===== config.mk =====
export PLATFORM = sky130hd
export DESIGN_NAME = szac_core
export DESIGN_NICKNAME = d
export VERILOG_FILES = /design/src/szac_pkg.sv /design/src/szac_core.sv
export SDC_FILE = /design/constraint.sdc
export NUM_CORES = 2
export LEC_CHECK = 0
export ABC_CLOCK_PERIOD_IN_PS = 254800
export BUFFER_PORTS_ARGS = -buffer_cell sky130_fd_sc_hd__buf_2
export CORE_MARGIN = 2
export CORE_UTILIZATION = 45
export DETAILED_ROUTE_END_ITERATION = 6
export HOLD_SLACK_MARGIN = 0.15
export PLACE_DENSITY = 0.6
export SYNTH_ARGS = -nofsm -noshare
export SYNTH_HDL_FRONTEND = slang
export SYNTH_SLANG_ARGS = --single-unit

===== constraint.sdc =====
create_clock -name sys_clk_in -period 254.8 [get_ports sys_clk_in]
set_input_delay 76.44 -clock sys_clk_in [delete_from_list [all_inputs] [get_ports sys_clk_in]]
set_output_delay 76.44 -clock sys_clk_in [all_outputs]
set_load 0.01 [all_outputs]

===== src/szac_pkg.sv =====
// Shared constants and carrier types for the secure zone access control block.
// Assumes a bit-addressed memory of 1568 cells and a one-request-per-cycle caller.
package szac_pkg;

   localparam int              MEM_BITS   = 1568;
   localparam int              ADDR_W     = 11;
   localparam int              WORD_LSB_W = 4;
   localparam logic [3:0]      WORD_FIRST = 4'h0;
   localparam logic [3:0]      WORD_LAST  = 4'hF;

   // Zone boundaries, inclusive bit addresses.
   localparam logic [10:0] FAB_LO       = 11'h000;   // 0
   localparam logic [10:0] FAB_HI       = 11'h00F;   // 15
   localparam logic [10:0] ISS_LO       = 11'h010;   // 16
   localparam logic [10:0] ISS_HI       = 11'h04F;   // 79
   localparam logic [10:0] SC_LO        = 11'h050;   // 80
   localparam logic [10:0] SC_HI        = 11'h05F;   // 95
   localparam logic [10:0] TALLY_LO     = 11'h060;   // 96
   localparam logic [10:0] TALLY_ACT_HI = 11'h067;   // 103
   localparam logic [10:0] TALLY_HI     = 11'h06F;   // 111
   localparam logic [10:0] CGA_LO       = 11'h070;   // 112
   localparam logic [10:0] CGA_HI       = 11'h0AF;   // 175
   localparam logic [10:0] APPA_LO      = 11'h0B0;   // 176
   localparam logic [10:0] APPA_HI      = 11'h2AF;   // 687
   localparam logic [10:0] KEYA_LO      = 11'h2B0;   // 688
   localparam logic [10:0] KEYA_HI      = 11'h2DF;   // 735
   localparam logic [10:0] APPB_LO      = 11'h2E0;   // 736
   localparam logic [10:0] APPB_HI      = 11'h4DF;   // 1247
   localparam logic [10:0] KEYB_LO      = 11'h4E0;   // 1248
   localparam logic [10:0] KEYB_HI      = 11'h4FF;   // 1279
   localparam logic [10:0] EC_LO        = 11'h500;   // 1280
   localparam logic [10:0] EC_HI        = 11'h57F;   // 1407
   localparam logic [10:0] ELIM_FUSE    = 11'h5F9;   // 1529
   localparam logic [10:0] ISSF_LO      = 11'h610;   // 1552
   localparam logic [10:0] ISSF_HI      = 11'h61F;   // 1567

   // Lock bits inside the application areas.
   localparam logic [10:0] APPA_WLOCK   = 11'h0B0;   // 176
   localparam logic [10:0] APPA_RLOCK   = 11'h0B1;   // 177
   localparam logic [10:0] APPB_WLOCK   = 11'h2E0;   // 736
   localparam logic [10:0] APPB_RLOCK   = 11'h2E1;   // 737

   typedef enum logic [1:0] {
      OP_READ,
      OP_WRITE,
      OP_ERASE,
      OP_COMPARE
   } szac_op_e;

   typedef enum logic [1:0] {
      CMP_IDLE,
      CMP_SC,
      CMP_KEY_A,
      CMP_KEY_B
   } szac_cmp_e;

   typedef struct packed {
      logic              valid;
      szac_op_e          op;
      logic [10:0]       addr;
      logic              cmp_bit;
   } szac_req_s;

   typedef struct packed {
      logic security_valid_flag;
      logic app_a_erase_ok;
      logic app_b_erase_ok;
      logic level2;
      logic tally_locked;
      logic erase_limit_spent;
   } szac_stat_s;

endpackage


===== src/szac_core.sv =====
// Access control and storage for a bit-serial secure card memory.
// Assumes requests arrive synchronous to sys_clk_in, one at most per cycle.
`timescale 1ns/1ps

module szac_core
   import szac_pkg::*;
#(
   parameter logic [15:0] FAB_CODE       = 16'h5A3C,   // Arbitrary value.
   parameter logic [15:0] TRANSPORT_CODE = 16'hC3A5    // Arbitrary value.
) (
   input  wire logic       sys_clk_in,           // 25 MHz clock
   input  wire logic       reset_n_in,           // Synchronous reset, active low
   input  wire logic       level_force_pin_in,   // High selects level one if fuse intact
   input  wire szac_req_s  req_in,               // Request: op, bit address, compare bit
   output logic            done_out,             // One-cycle answer pulse
   output logic            granted_out,          // Request was permitted
   output logic            rd_data_out,          // Read data, zero when refused
   output szac_stat_s      status_out            // Flags and level
);

   // Memory image: erased everywhere except the factory codes. The array is
   // not touched by reset because it stands for nonvolatile cells.
   localparam logic [MEM_BITS-1:0] MEM_INIT =
      {{(MEM_BITS - int'(SC_HI) - 1){1'b1}}, TRANSPORT_CODE,
       {(int'(SC_LO) - int'(FAB_HI) - 1){1'b1}}, FAB_CODE};

   logic [MEM_BITS-1:0] mem_q = MEM_INIT;
   logic [MEM_BITS-1:0] mem_d;
   logic [MEM_BITS-1:0] erase_mask;
   logic                sv_q;
   logic                ea_q;
   logic                eb_q;
   szac_cmp_e           cmp_q;
   logic [10:0]         cmp_next_q;
   logic                cmp_miss_q;
   logic                allow;
   logic                word_erase;
   logic                area_erase_a;
   logic                area_erase_b;
   logic                bump_counter;
   logic                iss_intact;
   logic                level2;
   logic                tally_locked;
   logic                sv_eff;
   logic                elim_on;
   logic                ec_spent;
   logic [127:0]        ec_vec;
   logic [10:0]         a;
   logic                modify;
   logic                bit_miss;
   logic                cmp_done_ok;

   function automatic logic in_zone(input logic [10:0] adr, input logic [10:0] lo,
                                    input logic [10:0] hi);
      in_zone = (adr >= lo) && (adr <= hi);
   endfunction

   function automatic logic [MEM_BITS-1:0] span_mask(input logic [10:0] lo,
                                                     input logic [10:0] hi);
      logic [MEM_BITS-1:0] m;
      m = '0;
      for (int i = 0; i < MEM_BITS; i++) begin
         m[i] = in_zone(ADDR_W'(i), lo, hi);
      end
      span_mask = m;
   endfunction

   assign a            = req_in.addr;
   assign modify       = (req_in.op == OP_WRITE) || (req_in.op == OP_ERASE);
   assign iss_intact   = &mem_q[ISSF_HI:ISSF_LO];
   assign level2       = !level_force_pin_in || !iss_intact;
   assign tally_locked = ~|mem_q[TALLY_ACT_HI:TALLY_LO];
   // A blocked tally makes every code-gated permission fail for good.
   assign sv_eff       = sv_q && !tally_locked;
   assign elim_on      = mem_q[ELIM_FUSE] && level2;
   assign ec_vec       = mem_q[EC_HI:EC_LO];
   assign ec_spent     = ~|ec_vec;

   // Access decision for the presented request.
   always_comb begin
      allow        = 1'b0;
      word_erase   = 1'b0;
      area_erase_a = 1'b0;
      area_erase_b = 1'b0;
      bump_counter = 1'b0;
      if (req_in.op == OP_COMPARE) begin
         allow = 1'b1;
      end else if (req_in.op == OP_READ) begin
         if (in_zone(a, SC_LO, SC_HI) || in_zone(a, KEYA_LO, KEYA_HI) ||
             in_zone(a, KEYB_LO, KEYB_HI)) begin
            allow = sv_eff;
         end else if (in_zone(a, APPA_LO, APPA_HI)) begin
            allow = sv_eff || mem_q[APPA_RLOCK];
         end else if (in_zone(a, APPB_LO, APPB_HI)) begin
            allow = sv_eff || mem_q[APPB_RLOCK];
         end else begin
            allow = 1'b1;
         end
      end else if (in_zone(a, FAB_LO, FAB_HI)) begin
         allow = 1'b0;
      end else if (in_zone(a, ISS_LO, ISS_HI)) begin
         allow      = iss_intact && sv_eff;
         word_erase = 1'b1;
      end else if (in_zone(a, SC_LO, SC_HI) || in_zone(a, CGA_LO, CGA_HI)) begin
         allow      = sv_eff;
         word_erase = 1'b1;
      end else if (in_zone(a, TALLY_LO, TALLY_HI)) begin
         // Counting an attempt must work before verification.
         if (req_in.op == OP_WRITE) begin
            allow = in_zone(a, TALLY_LO, TALLY_ACT_HI) || sv_eff;
         end else begin
            allow      = sv_eff;
            word_erase = 1'b1;
         end
      end else if (in_zone(a, APPA_LO, APPA_HI)) begin
         if (req_in.op == OP_WRITE) begin
            allow = sv_eff && (!level2 || mem_q[APPA_WLOCK]);
         end else if (!level2) begin
            allow      = sv_eff;
            word_erase = 1'b1;
         end else begin
            allow        = sv_eff && ea_q;
            area_erase_a = 1'b1;
         end
      end else if (in_zone(a, APPB_LO, APPB_HI)) begin
         if (req_in.op == OP_WRITE) begin
            allow = sv_eff && (!level2 || mem_q[APPB_WLOCK]);
         end else if (!level2) begin
            allow      = sv_eff;
            word_erase = 1'b1;
         end else begin
            allow        = sv_eff && eb_q && !(elim_on && ec_spent);
            area_erase_b = 1'b1;
            bump_counter = elim_on;
         end
      end else if (in_zone(a, KEYA_LO, KEYA_HI) || in_zone(a, KEYB_LO, KEYB_HI)) begin
         allow      = sv_eff && iss_intact;
         word_erase = 1'b1;
      end else if ((a == ELIM_FUSE) || in_zone(a, ISSF_LO, ISSF_HI)) begin
         // Fuses may be blown but never restored.
         allow = (req_in.op == OP_WRITE) && sv_eff && iss_intact;
      end else begin
         allow = 1'b0;
      end
   end

   // Erase span: aligned word, or the whole application area in level two.
   always_comb begin
      erase_mask = '0;
      if (area_erase_a) begin
         erase_mask = span_mask(APPA_LO, APPA_HI);
      end else if (area_erase_b) begin
         erase_mask = span_mask(APPB_LO, APPB_HI);
      end else if (word_erase) begin
         erase_mask = span_mask({a[10:WORD_LSB_W], WORD_FIRST},
                                {a[10:WORD_LSB_W], WORD_LAST});
      end
   end

   always_comb begin
      mem_d = mem_q;
      if (req_in.valid && allow && (req_in.op == OP_WRITE)) begin
         mem_d[a] = 1'b0;
      end else if (req_in.valid && allow && (req_in.op == OP_ERASE)) begin
         mem_d = mem_q | erase_mask;
         if (bump_counter) begin
            // Spending one counter cell per area B erase: clear the lowest set bit.
            mem_d[EC_HI:EC_LO] = ec_vec & (ec_vec - 128'h1);
         end
      end
   end

   // Nonvolatile cells ignore reset; denied requests leave them as they are.
   always_ff @(posedge sys_clk_in) begin
      mem_q <= mem_d;
   end

   // Bit-serial password comparison.
   assign bit_miss = req_in.cmp_bit != mem_q[a];

   always_comb begin
      cmp_done_ok = 1'b0;
      if (req_in.valid && (req_in.op == OP_COMPARE) && (cmp_q != CMP_IDLE) &&
          (a == cmp_next_q) && !cmp_miss_q && !bit_miss) begin
         case (cmp_q)
            CMP_SC:    cmp_done_ok = (a == SC_HI);
            CMP_KEY_A: cmp_done_ok = (a == KEYA_HI);
            CMP_KEY_B: cmp_done_ok = (a == KEYB_HI);
            default:   cmp_done_ok = 1'b0;
         endcase
      end
   end

   always_ff @(posedge sys_clk_in) begin
      if (!reset_n_in) begin
         cmp_q      <= CMP_IDLE;
         cmp_next_q <= '0;
         cmp_miss_q <= 1'b0;
      end else if (req_in.valid && (req_in.op == OP_COMPARE)) begin
         cmp_next_q <= a + 11'h001;
         if (a == SC_LO) begin
            cmp_q      <= tally_locked ? CMP_IDLE : CMP_SC;
            cmp_miss_q <= bit_miss;
         end else if (a == KEYA_LO) begin
            cmp_q      <= CMP_KEY_A;
            cmp_miss_q <= bit_miss;
         end else if (a == KEYB_LO) begin
            cmp_q      <= CMP_KEY_B;
            cmp_miss_q <= bit_miss;
         end else if ((cmp_q != CMP_IDLE) && (a == cmp_next_q) &&
                      (a != SC_HI) && (a != KEYA_HI) && (a != KEYB_HI)) begin
            cmp_miss_q <= cmp_miss_q | bit_miss;
         end else begin
            // Last bit reached or the address sequence broke.
            cmp_q      <= CMP_IDLE;
            cmp_miss_q <= 1'b0;
         end
      end
   end

   // Verification flags; a failed compare never clears an earlier success.
   always_ff @(posedge sys_clk_in) begin
      if (!reset_n_in) begin
         sv_q <= 1'b0;
         ea_q <= 1'b0;
         eb_q <= 1'b0;
      end else if (cmp_done_ok) begin
         if (cmp_q == CMP_SC) begin
            sv_q <= 1'b1;
         end
         if (cmp_q == CMP_KEY_A) begin
            ea_q <= 1'b1;
         end
         if (cmp_q == CMP_KEY_B) begin
            eb_q <= 1'b1;
         end
      end
   end

   always_ff @(posedge sys_clk_in) begin
      if (!reset_n_in) begin
         done_out    <= 1'b0;
         granted_out <= 1'b0;
         rd_data_out <= 1'b0;
      end else begin
         done_out    <= req_in.valid;
         granted_out <= req_in.valid && allow;
         rd_data_out <= req_in.valid && allow && (req_in.op == OP_READ) && mem_q[a];
      end
   end

   always_ff @(posedge sys_clk_in) begin
      if (!reset_n_in) begin
         status_out <= '0;
      end else begin
         status_out.security_valid_flag <= sv_eff;
         status_out.app_a_erase_ok      <= ea_q;
         status_out.app_b_erase_ok      <= eb_q;
         status_out.level2              <= level2;
         status_out.tally_locked        <= tally_locked;
         status_out.erase_limit_spent   <= elim_on && ec_spent;
      end
   end

endmodule


==> results.md <==
- Outcome: finished with violations
- Failing checks: design-rule violations
- Number of synthesized flops with an enable pin: 1568
- Reg2Reg Launch Point: mem_q[1559]
- Maximum VDD drop: 0.000005139 V
- Critical path's slowest cell: buf_4
- Syn. warnings: 0
- Post-synth ARST share: 0
- Mux cell area share after synthesis: 0.1163
- Post-synthesis cell area: 83490 um^2
- Compound-cell area share of the yosys netlist: 0.1617
- Power per cell area: 6.523 nW/um^2
- CTS Hold Bufs: 0
- Setup bufs post-CTS: 0
- Startpoint types: primary input
- Crit path buffers/inverters: 6
- WL/cell: 30.13 um
- Power Internal: 0.0004490 W
- Initial core utilization: 0.4517
- Min-Delay Path Class: flip-flop to flip-flop
- CTS H-tree lvls: 4
- Layout Area Growth over Synthesis: 8.807%
- Top FF cell, synth: edfxtp_1
- Hpwl dp: roughly 170000 um
- CP dominant cell by count: buf_4
- CTS tree: built
- Register area: 47610 um^2
- Worst EP arrival: 85.05 ns
- Max Clock Skew: 0.03894 ns
- Vias post-DR: 61640
- GR Util All Layers: 0.2845
- Crit Path Max Fanout: 85
- Power share of the sequential group: 0.504
- Flops & latches, synth: 1594
- Die X: 434.7 um
- Avg Inst Size Synth: 11.92 um^2
- Routed WL: 278200 um
- CTS buffer count: about 180
- Post-Synth Simple-Gate Area: 0.1095
- Logic pwr share: 0.080
- Synth cell types: 84
- Crit path kind: primary input to flip-flop
- Setup Viol. Count Final: 0
- # fillers: 16210
- DRC errors left: 17
- RSZ-0062 raised after global routing: false
- Max_cap viols: 0
- Row Count: about 160
- Post-Synth XOR/XNOR Area: 0.001888
- Leak Pwr: 30.21 nW
- Worst hold path stage count: 0
- Multi-input logic area: around 33000 um^2
- Crit path time final: 84.59 ns
- Final Cycle Share: 0.3320
- Clock Path Buffers: 3
- Final instance area: 90840 um^2
- Core outline area: roughly 180000 um^2
- I/O pin total: 27
- Clock root buffer: clkbuf_16
- Fin Hold WS: 0.4463 ns
- Slew Viols, Final: 0
- Die Y: 434.7 um
- Fin. Hold Viols: 0
- Worst slew pin tran: 1.322 ns
- Sequential area share after synthesis: 0.5702
- Mapped Nets: 7025
- Adder-cell area share of the yosys netlist: 0.0005994
- Critical Path Max Stage Delay: 1.01 ns
- Overflow after GRT: 0
- Clock share of power: 0.416
- Largest net degree at the start of global routing: 241
- Final ANT Viol Nets: 0
- Vias per cell: 6.676
- Required time of the critical path: 255.26 ns
- Nets: 6625
- Crit. End Element: flip-flop
- Sw Ratio: 0.2423
- Top delay family on crit path: buffers and inverters
- Mapped Cells: ~7000
- Antenna violations before repair: 21
- Post-CTS Resized: 0
- Crit. path cell count: 16
- Routability cong.: approximately 1
- Rel. slew slack: 0.1129
- DRT iter0 DRCs: 9081
- Final TNS setup: 0 ns
- Number of I/O port buffers: 26
- Hold path startpoint: mem_q[1438]
- Pre-Repair DR Iteration Count: 7
- CTS sink cnt: 1594
- Share of layout cells above drive strength 1: 0.1282
- Later-pin clock latency in the skew report: between 0.8 and 0.9 ns
- Largest family of logic cells by synthesized area: compound AO/OA/AOI/OAI gates
- Placed inst area: ~85000 um^2
- Fmax: around 12 MHz
- Most frequent cells in the layout: edfxtp_1, nand2_1, nand3_1, a21o_1, o21ai_0
- Clock Pin Slew Worst Setup and Hold Paths: 0.06 ns
- Crit path cell chain: buf_8 > ha_1 > nand3_1 > nor2_1 > a22oi_1 > o2bb2ai_1 > o21bai_1 > a31oi_1 > a31oi_1 > o21ai_0 > a31oi_4 > buf_4 > buf_4 > buf_4 > buf_4 > buf_4
- Reg2Reg Setup Slack: 246.66 ns
- Total placed cells including tap cells: between 8000 and 9000
- Worst Hold End: mem_q[1438]
- Most common cell after layout, fill and taps aside: edfxtp_1
- FF-to-FF path depth: 15
- Vias in the first global route: approximately 59000
- Switch Pwr: ~0.00014 W
- Critical R2R Capture: mem_q[1005]
- Non-Filler Instances: a little over 9000
- Total Die Area: 189000 um^2
- First-pass GRT wire length: about 410000 um
[synth_stat cells (156+ instances only)]
library cell	n	area share
mux2i_1	325	0.039
buf_2	159	0.0095
nor2_1	268	0.012
edfxtp_1	1568	0.56
nand3_1	557	0.033
nand2_1	823	0.037
a21o_1	504	0.045
o21ai_0	422	0.025
a22oi_1	156	0.014
mux4_2	271	0.073
o31ai_1	303	0.027
clkbuf_1	549	0.025
[area by class of cell]
class,count,share of cell area
inverter,20,0.0008264
timing repair buffer,212,0.01852
tap,2480,0.03416
clock inverter,100,0.008787
sequential,1594,0.5240
clock buffer,215,0.05089
multi-input combinational,4600,0.3624
antenna,12,0.0003306
[per-layer routing]
metal,up-vias,share of wire,track usage
li1,26190,-,-
met3,687,0.11,0.06354
met5,-,0.00030,0
met4,12,0.050,0.1309
met1,31040,0.39,0.3913
met2,3706,0.45,0.4302
[cell families (layout without fill, tap and decap cells)]
kind of cell / Yosys count / in the layout
and+or+nand+nor: 1992 / 1992
adders and majority gates: 4 / 4
muxes: 626 / 626
xor gates and xnor gates: 18 / 18
AOI/OAI and AO/OA: 1960 / 1960
buffers and inverters: 809 / 547
DFF: 1594 / 1594
other: 0 / 12
[worst max-delay path by stage]
stage / startpoint / endpoint / slack [ns]
2_1_floorplan: req_in[13] / mem_q[0] / 90.04
3_3_place_gp: req_in[1] / mem_q[969] / 169.79
6_report: req_in[1] / mem_q[1005] / 170.21
3_5_place_dp: req_in[1] / mem_q[969] / 169.65
4_1_cts: req_in[1] / mem_q[969] / 170.52
5_1_grt: req_in[1] / mem_q[969] / 169.90
[power groups by stage]
stage	Sequential (W)	Combinational (W)	Clock (W)
floorplan	0.000336	0.0000300	0
global placement	0.000304	0.0000455	0
detailed placement	0.000304	0.0000461	0
CTS	0.000298	0.0000462	0.000250
global route	0.000299	0.0000492	0.000260
finish	0.000299	0.0000473	0.000247
[state kept, by name (all words and copies together) (netlist names)]
| register | flops |
|---|---|
| status_out | 6 |
| eb_q | 1 |
| granted_out | 1 |
| cmp_next_q | 11 |
| ea_q | 1 |
| sv_q | 1 |
| done_out | 1 |
| cmp_q | 2 |
| mem_q | 1568 |
| rd_data_out | 1 |
| cmp_miss_q | 1 |
[metrics by stage]
step | setup WS (ns) | power, W | utilization
floorplan | 90.04 | 0.0003658 | -
global placement | 169.79 | 0.0003492 | 0.4619
detailed placement | 169.65 | 0.0003501 | 0.4619
CTS | 170.52 | 0.0005943 | 0.4913
global route | 169.90 | 0.0006080 | 0.4914
finish | 170.21 | 0.0005926 | 0.4915
(Power assumes the default switching activity.)
